## config.mk

```make
export PLATFORM = sky130hd
export DESIGN_NAME = udr_top
export DESIGN_NICKNAME = d
export VERILOG_FILES = /design/src/hdl/udr_pkg.sv /design/src/hdl/udr_fifo_if.sv /design/src/hdl/udr_fifo.sv /design/src/hdl/udr_tx_line.sv /design/src/hdl/udr_top.sv
export SDC_FILE = /design/constraint.sdc
export NUM_CORES = 1
export LEC_CHECK = 0
export BUFFER_PORTS_ARGS = -buffer_cell sky130_fd_sc_hd__buf_4
export CAP_MARGIN = 10
export CORE_MARGIN = 3
export CORE_UTILIZATION = 50
export DETAILED_ROUTE_END_ITERATION = 10
export PLACE_DENSITY = 0.68
export SYNTH_ARGS = -nofsm -noshare
export SYNTH_HDL_FRONTEND = slang
export SYNTH_SLANG_ARGS = --single-unit
```

## constraint.sdc

```tcl
create_clock -name i_clk_sys -period 7.45 [get_ports i_clk_sys]
set_clock_uncertainty 0.1 [all_clocks]
set_input_delay 1.49 -clock i_clk_sys [delete_from_list [all_inputs] [get_ports i_clk_sys]]
set_output_delay 1.49 -clock i_clk_sys [all_outputs]
set_load 0.02 [all_outputs]
```

## src/hdl/udr_pkg.sv

```systemverilog
// Operation
// RULE1 - Each channel pulls its receive-ready output low when at least one received character waits; in block mode the code waits for the trigger level.
// RULE2 - Receive-ready goes high when the receive buffer is empty or the trigger level is not reached.
// RULE3 - Each channel pulls its transmit-ready output low while a free transmit location exists; in mode 0 the code waits until the transmit buffer is empty.
// RULE4 - In block mode the transmit-ready output goes high once the transmit buffer is full.
// RULE5 - Both ready outputs serve single-transfer mode 0 as well as block mode 1.
// RULE6 - The serial output rests high under reset, while idle and while the transmitter is off.
// RULE7 - In local loopback the serial output is held off and the transmit stream feeds the receiver.
// RULE8 - In local loopback the external serial input is ignored by the receiver.
// RULE9 - Control bit 0 enables the 16-entry buffers and bits 7:6 select the receive trigger.
// RULE10 - The receive trigger levels are 1, 4, 8 and 14 characters.
// RULE11 - In mode 0 transmit-ready rises after one write and receive-ready rises once emptied.
`default_nettype none

package udr_pkg;

	// ----------------------------------------
	// sizes and timing
	// ----------------------------------------
	localparam int unsigned DATA_W = 8;
	localparam int unsigned FIFO_DEPTH = 16;
	localparam int unsigned CNT_W = $clog2(FIFO_DEPTH + 1);
	localparam int unsigned CLK_HZ = 25_000_000;
	localparam int unsigned BAUD_HZ = 115_200;
	localparam int unsigned BIT_CYCLES = CLK_HZ / BAUD_HZ;
	localparam int unsigned TIMER_W = 16;

	// ----------------------------------------
	// register indexes (addr[2:0]); addr[3] picks the channel
	// ----------------------------------------
	localparam logic [2:0] REG_DATA = 3'h0;
	localparam logic [2:0] REG_FIFO_CTRL = 3'h2;
	localparam logic [2:0] REG_LINE_CTRL = 3'h4;
	localparam logic [2:0] REG_LINE_STAT = 3'h5;
	localparam logic [2:0] REG_SCRATCH = 3'h7;

	// ----------------------------------------
	// fifo_control_reg fields
	// ----------------------------------------
	localparam int unsigned FCR_FIFO_EN_BIT = 0;
	localparam int unsigned FCR_RX_FLUSH_BIT = 1;
	localparam int unsigned FCR_TX_FLUSH_BIT = 2;
	localparam int unsigned FCR_DMA_MODE_BIT = 3;
	localparam int unsigned FCR_TRIG_LSB = 6;
	localparam logic [7:0] FCR_KEEP_MASK = 8'hC9;
	localparam logic [7:0] FCR_RST = 8'h00;

	// ----------------------------------------
	// line control fields
	// ----------------------------------------
	localparam int unsigned LC_LOOP_BIT = 4;
	localparam int unsigned LC_TX_EN_BIT = 5;
	localparam logic [7:0] LC_KEEP_MASK = 8'h3F;
	localparam logic [7:0] LC_RST = 8'h20;
	localparam logic [7:0] SCRATCH_RST = 8'h00;

	// ----------------------------------------
	// line status fields
	// ----------------------------------------
	localparam int unsigned LS_DATA_RDY_BIT = 0;
	localparam int unsigned LS_OVERRUN_BIT = 1;
	localparam int unsigned LS_FRAMING_BIT = 3;
	localparam int unsigned LS_TX_EMPTY_BIT = 5;
	localparam int unsigned LS_TX_IDLE_BIT = 6;
	localparam logic [7:0] ID_NO_PEND = 8'h01;
	localparam logic [7:0] ID_FIFO_ON = 8'hC0;

	// ----------------------------------------
	// trigger levels
	// ----------------------------------------
	localparam logic [CNT_W-1:0] TRIG_L0 = 5'h01;
	localparam logic [CNT_W-1:0] TRIG_L1 = 5'h04;
	localparam logic [CNT_W-1:0] TRIG_L2 = 5'h08;
	localparam logic [CNT_W-1:0] TRIG_L3 = 5'h0E;

	function automatic logic [CNT_W-1:0] udr_trig_level(input logic [1:0] code);
		unique case (code)
			2'h0: return TRIG_L0; // RULE10
			2'h1: return TRIG_L1; // RULE10
			2'h2: return TRIG_L2; // RULE10
			2'h3: return TRIG_L3; // RULE10
		endcase
	endfunction : udr_trig_level

endpackage : udr_pkg

`default_nettype wire

```

## src/hdl/udr_fifo_if.sv

```systemverilog
`default_nettype none

interface udr_fifo_if #(
	parameter int unsigned WIDTH = 8,
	parameter int unsigned CW = 5
);
	logic push;
	logic [WIDTH-1:0] push_data;
	logic flush;
	logic one_deep;
	logic pop;
	logic [WIDTH-1:0] head;
	logic [CW-1:0] count;
	logic full;

	modport store(input push, push_data, flush, one_deep, pop, output head, count, full);
	modport writer(output push, push_data, flush, one_deep, input count, full);
	modport reader(output pop, input head, count);
endinterface : udr_fifo_if

`default_nettype wire

```

## src/hdl/udr_fifo.sv

```systemverilog
`default_nettype none

module udr_fifo
	import udr_pkg::*;
#(
	parameter int unsigned WIDTH = DATA_W,
	parameter int unsigned DEPTH = FIFO_DEPTH
) (
	input wire logic i_clk_sys,
	input wire logic i_reset,
	input wire logic i_ce,
	udr_fifo_if.store q
);
	localparam int unsigned AW = $clog2(DEPTH);
	localparam int unsigned CW = $clog2(DEPTH + 1);

	logic [WIDTH-1:0] mem_ff [DEPTH];
	logic [AW-1:0] wr_ptr_ff, nxt_wr_ptr;
	logic [AW-1:0] rd_ptr_ff, nxt_rd_ptr;
	logic [CW-1:0] count_ff, nxt_count;
	logic full_int;
	logic do_push;
	logic do_pop;

	function automatic logic [AW-1:0] step(input logic [AW-1:0] p);
		return (p == AW'(DEPTH - 1)) ? '0 : AW'(p + 1'b1);
	endfunction : step

	// one entry only while the buffers are switched off
	assign full_int = q.one_deep ? (count_ff != '0) : (count_ff == CW'(DEPTH)); // RULE9
	assign do_push = q.push && !full_int;
	assign do_pop = q.pop && (count_ff != '0);

	always_comb begin
		nxt_wr_ptr = wr_ptr_ff;
		nxt_rd_ptr = rd_ptr_ff;
		nxt_count = count_ff;
		if (q.flush) begin
			nxt_wr_ptr = '0;
			nxt_rd_ptr = '0;
			nxt_count = '0;
		end else begin
			if (do_push) begin
				nxt_wr_ptr = step(wr_ptr_ff);
			end
			if (do_pop) begin
				nxt_rd_ptr = step(rd_ptr_ff);
			end
			if (do_push && !do_pop) begin
				nxt_count = CW'(count_ff + 1'b1);
			end else if (do_pop && !do_push) begin
				nxt_count = CW'(count_ff - 1'b1);
			end
		end
	end

	always_ff @(posedge i_clk_sys or posedge i_reset) begin
		if (i_reset) begin
			wr_ptr_ff <= '0;
			rd_ptr_ff <= '0;
			count_ff <= '0;
		end else if (i_ce) begin
			wr_ptr_ff <= nxt_wr_ptr;
			rd_ptr_ff <= nxt_rd_ptr;
			count_ff <= nxt_count;
		end
	end

	always_ff @(posedge i_clk_sys) begin
		if (i_ce && do_push && !q.flush) begin
			mem_ff[wr_ptr_ff] <= q.push_data;
		end
	end

	assign q.head = mem_ff[rd_ptr_ff];
	assign q.count = count_ff;
	assign q.full = full_int;

endmodule : udr_fifo

`default_nettype wire

```

## src/hdl/udr_tx_line.sv

```systemverilog
`default_nettype none

module udr_tx_line
	import udr_pkg::*;
#(
	parameter int unsigned BIT_CYC = BIT_CYCLES
) (
	input wire logic i_clk_sys,
	input wire logic i_reset,
	input wire logic i_ce,
	input wire logic i_enable,
	udr_fifo_if.reader src,
	output logic o_bit,
	output logic o_busy
);
	typedef enum logic [3:0] {
		T_IDLE = 4'b0001,
		T_START = 4'b0010,
		T_DATA = 4'b0100,
		T_STOP = 4'b1000
	} udr_tx_state_e;

	udr_tx_state_e state_ff, nxt_state;
	logic [TIMER_W-1:0] cnt_ff, nxt_cnt;
	logic [2:0] bitn_ff, nxt_bitn;
	logic [DATA_W-1:0] shift_ff, nxt_shift;
	logic bit_ff, nxt_bit;
	logic take;

	// disabled transmitter starts no new character
	assign take = (state_ff == T_IDLE) && i_enable && (src.count != '0); // RULE6

	always_comb begin
		nxt_state = state_ff;
		nxt_cnt = (cnt_ff != '0) ? TIMER_W'(cnt_ff - 1'b1) : cnt_ff;
		nxt_bitn = bitn_ff;
		nxt_shift = shift_ff;
		nxt_bit = bit_ff;
		unique case (state_ff)
			T_IDLE: begin
				nxt_bit = 1'b1; // RULE6
				if (take) begin
					nxt_state = T_START;
					nxt_shift = src.head;
					nxt_cnt = TIMER_W'(BIT_CYC - 1);
					nxt_bitn = '0;
					nxt_bit = 1'b0;
				end
			end
			T_START: begin
				if (cnt_ff == '0) begin
					nxt_state = T_DATA;
					nxt_cnt = TIMER_W'(BIT_CYC - 1);
					nxt_bit = shift_ff[0];
				end
			end
			T_DATA: begin
				if (cnt_ff == '0) begin
					nxt_cnt = TIMER_W'(BIT_CYC - 1);
					if (bitn_ff == 3'h7) begin
						nxt_state = T_STOP;
						nxt_bit = 1'b1;
					end else begin
						nxt_bitn = 3'(bitn_ff + 1'b1);
						nxt_shift = {1'b0, shift_ff[DATA_W-1:1]};
						nxt_bit = shift_ff[1];
					end
				end
			end
			T_STOP: begin
				if (cnt_ff == '0) begin
					nxt_state = T_IDLE;
				end
			end
		endcase
	end

	always_ff @(posedge i_clk_sys or posedge i_reset) begin
		if (i_reset) begin
			state_ff <= T_IDLE;
			cnt_ff <= '0;
			bitn_ff <= '0;
			shift_ff <= '0;
			bit_ff <= 1'b1;
		end else if (i_ce) begin
			state_ff <= nxt_state;
			cnt_ff <= nxt_cnt;
			bitn_ff <= nxt_bitn;
			shift_ff <= nxt_shift;
			bit_ff <= nxt_bit;
		end
	end

	assign src.pop = take && i_ce;
	assign o_bit = bit_ff;
	assign o_busy = (state_ff != T_IDLE);

endmodule : udr_tx_line

`default_nettype wire

```

## src/hdl/udr_top.sv

```systemverilog
`default_nettype none

module udr_top
	import udr_pkg::*;
#(
	parameter int unsigned BIT_CYC = BIT_CYCLES,
	parameter int unsigned DEPTH = FIFO_DEPTH
) (
	input wire logic i_clk_sys,
	input wire logic i_reset,
	input wire logic i_ce,
	input wire logic [3:0] i_addr,
	input wire logic [7:0] i_wdata,
	input wire logic i_wr,
	input wire logic i_rd,
	output logic [7:0] o_rdata,
	input wire logic i_serial_in_chan_a,
	input wire logic i_serial_in_chan_b,
	output logic o_serial_out_chan_a,
	output logic o_serial_out_chan_b,
	output logic o_rx_avail_n_chan_a,
	output logic o_rx_avail_n_chan_b,
	output logic o_tx_space_n_chan_a,
	output logic o_tx_space_n_chan_b
);
	localparam int unsigned NCH = 2;
	localparam int unsigned HALF_CYC = (BIT_CYC + 1) / 2;

	typedef enum logic [3:0] {
		R_IDLE = 4'b0001,
		R_START = 4'b0010,
		R_DATA = 4'b0100,
		R_STOP = 4'b1000
	} udr_rx_state_e;

	logic [NCH-1:0] pin_in;
	logic [NCH-1:0] line_ff;
	logic [NCH-1:0] rx_avail_n_ff;
	logic [NCH-1:0] tx_space_n_ff;
	logic [7:0] rd_val [NCH];
	logic [7:0] rdata_ff, nxt_rdata;

	function automatic logic reg_hit(input logic [3:0] addr, input logic ch,
			input logic [2:0] idx);
		return (addr[3] == ch) && (addr[2:0] == idx);
	endfunction : reg_hit

	assign pin_in = {i_serial_in_chan_b, i_serial_in_chan_a};

	// ----------------------------------------
	// per-channel logic
	// ----------------------------------------
	for (genvar ch = 0; ch < NCH; ch++) begin : gen_ch
		udr_fifo_if #(.WIDTH(DATA_W), .CW(CNT_W)) tx_q ();
		udr_fifo_if #(.WIDTH(DATA_W), .CW(CNT_W)) rx_q ();

		logic [7:0] fcr_ff, nxt_fcr;
		logic [7:0] lc_ff, nxt_lc;
		logic [7:0] spr_ff, nxt_spr;
		logic ovr_ff, nxt_ovr;
		logic frm_ff, nxt_frm;
		logic pin_meta_ff, pin_sync_ff;
		udr_rx_state_e rx_state_ff, nxt_rx_state;
		logic [TIMER_W-1:0] rx_cnt_ff, nxt_rx_cnt;
		logic [2:0] rx_bitn_ff, nxt_rx_bitn;
		logic [DATA_W-1:0] rx_shift_ff, nxt_rx_shift;
		logic rx_push;
		logic ovr_set;
		logic frm_set;
		logic rx_in;
		logic tx_bit;
		logic tx_busy;
		logic fifo_en;
		logic block_mode;
		logic loop_on;
		logic wr_fcr;
		logic wr_data;
		logic rd_data;
		logic rd_stat;
		logic [CNT_W-1:0] trig;
		logic nxt_line;
		logic nxt_rx_avail_n;
		logic nxt_tx_space_n;

		assign wr_fcr = i_wr && reg_hit(i_addr, 1'(ch), REG_FIFO_CTRL);
		assign wr_data = i_wr && reg_hit(i_addr, 1'(ch), REG_DATA);
		assign rd_data = i_rd && reg_hit(i_addr, 1'(ch), REG_DATA);
		assign rd_stat = i_rd && reg_hit(i_addr, 1'(ch), REG_LINE_STAT);
		assign fifo_en = fcr_ff[FCR_FIFO_EN_BIT]; // RULE9
		assign block_mode = fifo_en && fcr_ff[FCR_DMA_MODE_BIT]; // RULE5
		assign loop_on = lc_ff[LC_LOOP_BIT];
		// buffers off: holding register acts as a one-deep store
		assign trig = fifo_en ? udr_trig_level(fcr_ff[7:6]) : TRIG_L0; // RULE9

		// ----------------------------------------
		// buffers and transmitter
		// ----------------------------------------
		udr_fifo #(.WIDTH(DATA_W), .DEPTH(DEPTH)) u_tx_fifo (
			.i_clk_sys(i_clk_sys),
			.i_reset(i_reset),
			.i_ce(i_ce),
			.q(tx_q.store)
		);

		udr_fifo #(.WIDTH(DATA_W), .DEPTH(DEPTH)) u_rx_fifo (
			.i_clk_sys(i_clk_sys),
			.i_reset(i_reset),
			.i_ce(i_ce),
			.q(rx_q.store)
		);

		udr_tx_line #(.BIT_CYC(BIT_CYC)) u_tx_line (
			.i_clk_sys(i_clk_sys),
			.i_reset(i_reset),
			.i_ce(i_ce),
			.i_enable(lc_ff[LC_TX_EN_BIT]),
			.src(tx_q.reader),
			.o_bit(tx_bit),
			.o_busy(tx_busy)
		);

		// switching the buffers on or off empties both
		assign tx_q.push = wr_data && i_ce;
		assign tx_q.push_data = i_wdata;
		assign tx_q.flush = wr_fcr && i_ce &&
			(i_wdata[FCR_TX_FLUSH_BIT] || (i_wdata[FCR_FIFO_EN_BIT] != fifo_en)); // RULE9
		assign tx_q.one_deep = !fifo_en;
		assign rx_q.push = rx_push && i_ce;
		assign rx_q.push_data = rx_shift_ff;
		assign rx_q.flush = wr_fcr && i_ce &&
			(i_wdata[FCR_RX_FLUSH_BIT] || (i_wdata[FCR_FIFO_EN_BIT] != fifo_en)); // RULE9
		assign rx_q.one_deep = !fifo_en;
		assign rx_q.pop = rd_data && i_ce;

		// ----------------------------------------
		// control registers and sticky errors
		// ----------------------------------------
		always_comb begin
			nxt_fcr = fcr_ff;
			nxt_lc = lc_ff;
			nxt_spr = spr_ff;
			if (wr_fcr) begin
				nxt_fcr = i_wdata & FCR_KEEP_MASK; // RULE9
			end
			if (i_wr && reg_hit(i_addr, 1'(ch), REG_LINE_CTRL)) begin
				nxt_lc = i_wdata & LC_KEEP_MASK;
			end
			if (i_wr && reg_hit(i_addr, 1'(ch), REG_SCRATCH)) begin
				nxt_spr = i_wdata;
			end
			// a new error beats the clearing read
			nxt_ovr = (ovr_ff && !rd_stat) || ovr_set;
			nxt_frm = (frm_ff && !rd_stat) || frm_set;
		end

		always_ff @(posedge i_clk_sys or posedge i_reset) begin
			if (i_reset) begin
				fcr_ff <= FCR_RST;
				lc_ff <= LC_RST;
				spr_ff <= SCRATCH_RST;
				ovr_ff <= 1'b0;
				frm_ff <= 1'b0;
			end else if (i_ce) begin
				fcr_ff <= nxt_fcr;
				lc_ff <= nxt_lc;
				spr_ff <= nxt_spr;
				ovr_ff <= nxt_ovr;
				frm_ff <= nxt_frm;
			end
		end

		// ----------------------------------------
		// serial input synchroniser and receiver
		// ----------------------------------------
		always_ff @(posedge i_clk_sys or posedge i_reset) begin
			if (i_reset) begin
				pin_meta_ff <= 1'b1;
				pin_sync_ff <= 1'b1;
			end else if (i_ce) begin
				pin_meta_ff <= pin_in[ch];
				pin_sync_ff <= pin_meta_ff;
			end
		end

		assign rx_in = loop_on ? tx_bit : pin_sync_ff; // RULE7 RULE8

		always_comb begin
			nxt_rx_state = rx_state_ff;
			nxt_rx_cnt = (rx_cnt_ff != '0) ? TIMER_W'(rx_cnt_ff - 1'b1) : rx_cnt_ff;
			nxt_rx_bitn = rx_bitn_ff;
			nxt_rx_shift = rx_shift_ff;
			rx_push = 1'b0;
			ovr_set = 1'b0;
			frm_set = 1'b0;
			unique case (rx_state_ff)
				R_IDLE: begin
					if (!rx_in) begin
						nxt_rx_state = R_START;
						nxt_rx_cnt = TIMER_W'(HALF_CYC - 1);
					end
				end
				R_START: begin
					if (rx_cnt_ff == '0) begin
						// glitch shorter than half a bit is dropped
						nxt_rx_state = rx_in ? R_IDLE : R_DATA;
						nxt_rx_cnt = TIMER_W'(BIT_CYC - 1);
						nxt_rx_bitn = '0;
					end
				end
				R_DATA: begin
					if (rx_cnt_ff == '0) begin
						nxt_rx_shift = {rx_in, rx_shift_ff[DATA_W-1:1]};
						nxt_rx_cnt = TIMER_W'(BIT_CYC - 1);
						nxt_rx_bitn = 3'(rx_bitn_ff + 1'b1);
						if (rx_bitn_ff == 3'h7) begin
							nxt_rx_state = R_STOP;
						end
					end
				end
				R_STOP: begin
					if (rx_cnt_ff == '0) begin
						nxt_rx_state = R_IDLE;
						if (!rx_in) begin
							frm_set = 1'b1;
						end else if (rx_q.full) begin
							ovr_set = 1'b1;
						end else begin
							rx_push = 1'b1;
						end
					end
				end
			endcase
		end

		always_ff @(posedge i_clk_sys or posedge i_reset) begin
			if (i_reset) begin
				rx_state_ff <= R_IDLE;
				rx_cnt_ff <= '0;
				rx_bitn_ff <= '0;
				rx_shift_ff <= '0;
			end else if (i_ce) begin
				rx_state_ff <= nxt_rx_state;
				rx_cnt_ff <= nxt_rx_cnt;
				rx_bitn_ff <= nxt_rx_bitn;
				rx_shift_ff <= nxt_rx_shift;
			end
		end

		// ----------------------------------------
		// pins: serial line and ready outputs
		// ----------------------------------------
		always_comb begin
			nxt_line = 1'b1; // RULE6
			if (!loop_on && lc_ff[LC_TX_EN_BIT]) begin // RULE7
				nxt_line = tx_bit; // RULE6
			end
			if (block_mode) begin
				nxt_rx_avail_n = (rx_q.count < trig); // RULE1 RULE2 RULE5
				nxt_tx_space_n = tx_q.full; // RULE3 RULE4 RULE5
			end else begin
				nxt_rx_avail_n = (rx_q.count == '0); // RULE1 RULE2 RULE11
				nxt_tx_space_n = (tx_q.count != '0); // RULE3 RULE11
			end
		end

		always_ff @(posedge i_clk_sys or posedge i_reset) begin
			if (i_reset) begin
				line_ff[ch] <= 1'b1; // RULE6
				rx_avail_n_ff[ch] <= 1'b1;
				tx_space_n_ff[ch] <= 1'b1;
			end else if (i_ce) begin
				line_ff[ch] <= nxt_line;
				rx_avail_n_ff[ch] <= nxt_rx_avail_n;
				tx_space_n_ff[ch] <= nxt_tx_space_n;
			end
		end

		// ----------------------------------------
		// read values
		// ----------------------------------------
		always_comb begin
			rd_val[ch] = 8'h00;
			unique case (i_addr[2:0])
				REG_DATA: rd_val[ch] = (rx_q.count != '0) ? rx_q.head : 8'h00;
				REG_FIFO_CTRL: rd_val[ch] = fifo_en ? (ID_NO_PEND | ID_FIFO_ON) : ID_NO_PEND;
				REG_LINE_CTRL: rd_val[ch] = lc_ff;
				REG_LINE_STAT: begin
					rd_val[ch][LS_DATA_RDY_BIT] = (rx_q.count != '0);
					rd_val[ch][LS_OVERRUN_BIT] = ovr_ff;
					rd_val[ch][LS_FRAMING_BIT] = frm_ff;
					rd_val[ch][LS_TX_EMPTY_BIT] = (tx_q.count == '0);
					rd_val[ch][LS_TX_IDLE_BIT] = (tx_q.count == '0) && !tx_busy;
				end
				REG_SCRATCH: rd_val[ch] = spr_ff;
				default: rd_val[ch] = 8'h00;
			endcase
		end
	end

	// ----------------------------------------
	// read data, one cycle after the strobe
	// ----------------------------------------
	always_comb begin
		nxt_rdata = 8'h00;
		if (i_rd) begin
			nxt_rdata = rd_val[i_addr[3]];
		end
	end

	always_ff @(posedge i_clk_sys or posedge i_reset) begin
		if (i_reset) begin
			rdata_ff <= 8'h00;
		end else if (i_ce) begin
			rdata_ff <= nxt_rdata;
		end
	end

	assign o_rdata = rdata_ff;
	assign o_serial_out_chan_a = line_ff[0];
	assign o_serial_out_chan_b = line_ff[1];
	assign o_rx_avail_n_chan_a = rx_avail_n_ff[0];
	assign o_rx_avail_n_chan_b = rx_avail_n_ff[1];
	assign o_tx_space_n_chan_a = tx_space_n_ff[0];
	assign o_tx_space_n_chan_b = tx_space_n_ff[1];

endmodule : udr_top

`default_nettype wire

```

==> results summary <==
The run finished with clean final reports. The post-cts hold buffer count is 0. The share of final-layout standard cells stronger than drive strength 1 is about 18%. The number of antenna violations at the first check in global routing is 5. The number of hold violations in the final report is 0.

STA classifies the critical path endpoint as a flop. The largest total area in the synthesized netlist belongs to sky130_fd_sc_hd__edfxtp_1. The sequential fraction of design power is between 40% and 50%.

Setup repair after global routing left no endpoint under its margin. In this run the clock root is driven by a sky130_fd_sc_hd__clkbuf_16. The boundary pin count is 33. The pin count of the biggest net entering global routing came out at ~180. The worst setup path is of the in2reg kind.

The max-slew violation count is 0. In the synthesized netlist, the number of instances is 2290. The share of total power consumed by net switching came out at 28.3%.

The number of routed nets with antenna violations is 0. After global routing the overflow that remains totals 0. The data arrival time at the worst-slack endpoint is about 5.6 ns. The post-CTS setup buffer count came out at 0. The post-route core utilization is 56.5%. The main flop type after synthesis is sky130_fd_sc_hd__edfxtp_1. The number of warnings issued by yosys is 0. The post-route DRC violation count came out at 0. In this run the tightest slew margin relative to its limit is between 10% and 20%.

The first global-routing pass estimated ~110 mm of wire. The non-filler instance count after layout is about 3200. The die span in x is 263 um. Static timing analysis puts the maximum clock frequency at 0.192 GHz. Yosys attributes the largest share of cell area to sky130_fd_sc_hd__edfxtp_1, sky130_fd_sc_hd__dfrtp_1, sky130_fd_sc_hd__mux4_2.

The area of the placeable core came out at around 0.065 mm^2. The first detailed-routing pass took 5 iterations. The clock share of power came out at around a third. For this run, the register share of the synthesized area comes to between 60 and 70%.

The via count of the first global-routing pass came out at ~20000. On the worst path, the slowest cell contributes a delay of about 1.1 ns. The internal power consumption is between 7 and 8 mW.

The endpoint identified for the worst register-to-register timing path is gen_ch[0].u_rx_fifo.q.count[4]$_DFFE_PP0P_. The wire length reported by the detailed router came out at ~72 mm. Detailed routing inserted a total of between 15000 and 20000 vias. The cell count after placement is slightly above 3000. The quantity of gates resized following cts came out at 0. The number of failing setup endpoints in the final timing report is 0. The congestion estimate from routability-driven global placement came to roughly 0.87. The number of buffers created by CTS came out at 80. The placed wire-length estimate is 45.4 mm. The clock net in this run drives a total of ~750 sinks. The worst setup path is launched from an input port. The areal power density over the cells is around 300 mW/mm^2. The detailed router finished its first iteration with between 1500 and 2000 violations.

The setup slack of the critical path after layout is between 2 and 2.5 ns. The per-cell routed wire length is between 20 and 25 um. Traced cell by cell, the critical path runs through buf_4, nand2b_1, nor2_1, nand4_1, nor4_1, nand2b_1, fa_1, a21o_1, a21o_1, nor4_1, mux2i_1, xnor2_1, nor2_1.

The maximum clock path buffer count is 3. The critical path endpoint is gen_ch[0].u_rx_fifo.q.count[4]$_DFFE_PP0P_. The path class of the tightest hold or removal check is reg2reg.

The routed via count divided by cell count came out at roughly 6. The count of cell types in the netlist came out at 84. The actual slew at the worst max-slew pin came out at roughly 1.2 ns.

The post-route fraction of the period consumed by the critical path is a little over two thirds. The clock input transition at the sequential cells of the worst setup and hold paths is ~0.060 ns. The most critical setup path has its startpoint at i_ce. The largest delay contributor family on the critical path is simple AND/OR/NAND/NOR gates. The largest fanout on the critical path came out at 54.

The area share of the largest cell type after synthesis came out at 46.4%. The startpoint of the most critical register-to-register path is gen_ch[0].rx_cnt_ff[11]$_DFFE_PP0P_. Synthesis produced a netlist with a net count of around 2400.

The cell with the biggest individual delay on the critical path is sky130_fd_sc_hd__nor4_1. The mean cell area of the mapped netlist is between 10 and 15 um^2. The clock tree synthesis step divided the H-tree into 3 levels. OpenSTA, run right after detailed placement, puts the worst setup slack at between 1.5 and 2 ns. Buffers placed on the I/O ports in this run total 32. After layout, the minimum clock period comes to between 5 and 6 ns. The leakage power total came out at approximately 13 nW. TritonCTS built the clock tree. Across the run, the number of max-cap violations was 0. The clock latency reported for the late side of the worst-skew pair came out at 0.63 ns. The switching component of the power came out at between 3 and 4 mW. The sum of negative setup slack came out at 0 ns. The initial standard-cell utilization of the core is between 50% and 60%. The share of flip-flops with an asynchronous set or reset after synthesis is between 30% and 40%. The die height is 263 um.

The proportion of power drawn by combinational gates came out at 18.2%. The most common cell in the netlist is sky130_fd_sc_hd__edfxtp_1. Ranked by instance count, the synthesized netlist is headed by sky130_fd_sc_hd__edfxtp_1, sky130_fd_sc_hd__dfrtp_1, sky130_fd_sc_hd__nor2_1.

The instance count on the critical path is 13. Compared with the post-synthesis result, the final layout area differs by 11.0%. The mapped netlist covers about 0.033 mm^2. The total buffers and inverters traversed by the critical path is 1. The synthesized design contains between 500 and 600 enable-type register cells. The maximum VDD drop came out at roughly 0.23 mV.

The overall fraction of global-route tracks in use is 20.8%. The number of storage elements in the synthesis netlist is between 700 and 800. The slack of the worst reg-to-reg path came out at 2.83 ns. The data required time of the critical path is approximately 7.8 ns.

The standard-cell row count came out at 93. The depth of the worst register-to-register path came out at 11. The final net count is 2397.

The full die area is between 0.06 and 0.07 mm^2.
==> cell usage in the layout (no fill, tap or decap), types with 18 or more instances in the layout <==
master,n
sky130_fd_sc_hd__mux2i_1,58
sky130_fd_sc_hd__buf_4,59
sky130_fd_sc_hd__nand3_1,50
sky130_fd_sc_hd__dfrtp_1,214
sky130_fd_sc_hd__ha_1,58
sky130_fd_sc_hd__a211oi_1,20
sky130_fd_sc_hd__a21oi_1,84
sky130_fd_sc_hd__nand2_1,175
sky130_fd_sc_hd__edfxtp_1,512
sky130_fd_sc_hd__clkbuf_16,81
sky130_fd_sc_hd__dfstp_2,18
sky130_fd_sc_hd__nor3_1,52
sky130_fd_sc_hd__clkbuf_1,25
sky130_fd_sc_hd__nand2b_1,23
sky130_fd_sc_hd__a21o_1,18
sky130_fd_sc_hd__and2_1,28
sky130_fd_sc_hd__xnor2_1,24
sky130_fd_sc_hd__inv_1,44
sky130_fd_sc_hd__o21ai_0,82
sky130_fd_sc_hd__nor4_1,26
sky130_fd_sc_hd__xor2_1,37
sky130_fd_sc_hd__mux2_2,72
sky130_fd_sc_hd__nor2_1,195
sky130_fd_sc_hd__mux4_2,130
==> power by group through the flow <==
stage / sequential (mW) / clock, mW / combinational [mW]
6_report: 5.16 / 3.87 / 2.02
5_1_grt: 5.21 / 4.12 / 2.26
4_1_cts: 5.16 / 3.95 / 2.03
3_5_place_dp: 5.23 / 0 / 2.01
3_3_place_gp: 5.21 / 0 / 1.94
2_1_floorplan: 5.09 / 0 / 1.60
==> flip-flops by register name, indices dropped and copies added (netlist names), 10 cells and up <==
| signal | count |
|---|---|
| gen_ch.u_tx_line.cnt_ff | 32 |
| gen_ch.u_rx_fifo.q.count | 10 |
| gen_ch.u_tx_fifo.q.count | 10 |
| gen_ch.rx_cnt_ff | 32 |
| gen_ch.rx_q.push_data | 16 |
| gen_ch.spr_ff | 16 |
| gen_ch.u_tx_line.shift_ff | 16 |
| gen_ch.u_rx_fifo.mem_ff | 256 |
| gen_ch.u_tx_fifo.mem_ff | 256 |
| gen_ch.lc_ff | 12 |
==> worst min-delay path by stage <==
stage | slack, ns | to | cells past startpoint | from
floorplan | 0.33 | gen_ch[1].frm_ff$_DFFE_PP0P_ | 2 | gen_ch[1].frm_ff$_DFFE_PP0P_
global placement | 0.36 | gen_ch[0].rx_bitn_ff[1]$_DFFE_PP0P_ | 2 | gen_ch[0].rx_bitn_ff[1]$_DFFE_PP0P_
detailed placement | 0.37 | o_tx_space_n_chan_b$_DFFE_PP1P_ | 2 | o_tx_space_n_chan_b$_DFFE_PP1P_
CTS | 0.38 | gen_ch[0].u_tx_line.bitn_ff[0]$_DFFE_PP0P_ | 1 | gen_ch[0].u_tx_line.bitn_ff[0]$_DFFE_PP0P_
global route | 0.39 | gen_ch[0].u_tx_line.bitn_ff[0]$_DFFE_PP0P_ | 1 | gen_ch[0].u_tx_line.bitn_ff[0]$_DFFE_PP0P_
finish | 0.38 | o_tx_space_n_chan_b$_DFFE_PP1P_ | 2 | o_tx_space_n_chan_b$_DFFE_PP1P_
==> cell type report <==
class                           instances  area, um^2
Fill cell                            5062       28300
Clock inverter                         34         333
Clock buffer                          114        2230
Tap cell                              855        1070
Sequential cell                       748       21300
Antenna cell                            1        2.50
Timing Repair Buffer                   60         463
Inverter                               46         176
Multi-Input combinational cell       1380       11200
==> kinds of logic after synthesis <==
family	synth area share [%]
flip-flops	64.3
AND/OR/NAND/NOR	10.2
AO/OA/AOI/OAI	6.38
multiplexers	13.0
buffers and inverters	1.95
XOR/XNOR	1.71
adder cells (fa/ha/maj)	2.43
==> metal layers <==
metal / vias to the layer above / global-route usage [%] / share of wire (%)
met5: - / 0 / 0.063
met4: 6 / 5.44 / 2.3
li1: 8818 / - / -
met2: 654 / 33.3 / 48
met3: 121 / 4.28 / 6.7
met1: 9808 / 29.5 / 43
==> worst reg2reg max path, stage by stage, from the launching register on <==
cell	delay (ns)
sky130_fd_sc_hd__dfrtp_1	0.44
sky130_fd_sc_hd__nor4_1	0.65
sky130_fd_sc_hd__nand4_1	0.34
sky130_fd_sc_hd__nor4_1	1.11
sky130_fd_sc_hd__nand2b_1	0.36
sky130_fd_sc_hd__fa_1	0.51
sky130_fd_sc_hd__a21o_1	0.20
sky130_fd_sc_hd__a21o_1	0.20
sky130_fd_sc_hd__nor4_1	0.20
sky130_fd_sc_hd__mux2i_1	0.14
sky130_fd_sc_hd__xnor2_1	0.15
sky130_fd_sc_hd__nor2_1	0.06
==> stage by stage <==
stage,hold WS [ns],instance area [um^2],total power [mW]
after floorplan,0.334,33100,6.69
after global placement,0.355,34200,7.15
after detailed placement,0.371,34200,7.25
after CTS,0.380,36800,11.1
after global routing,0.392,36800,11.6
final,0.378,36800,11.0
No activity file was read; power rests on OpenSTA's default activity.
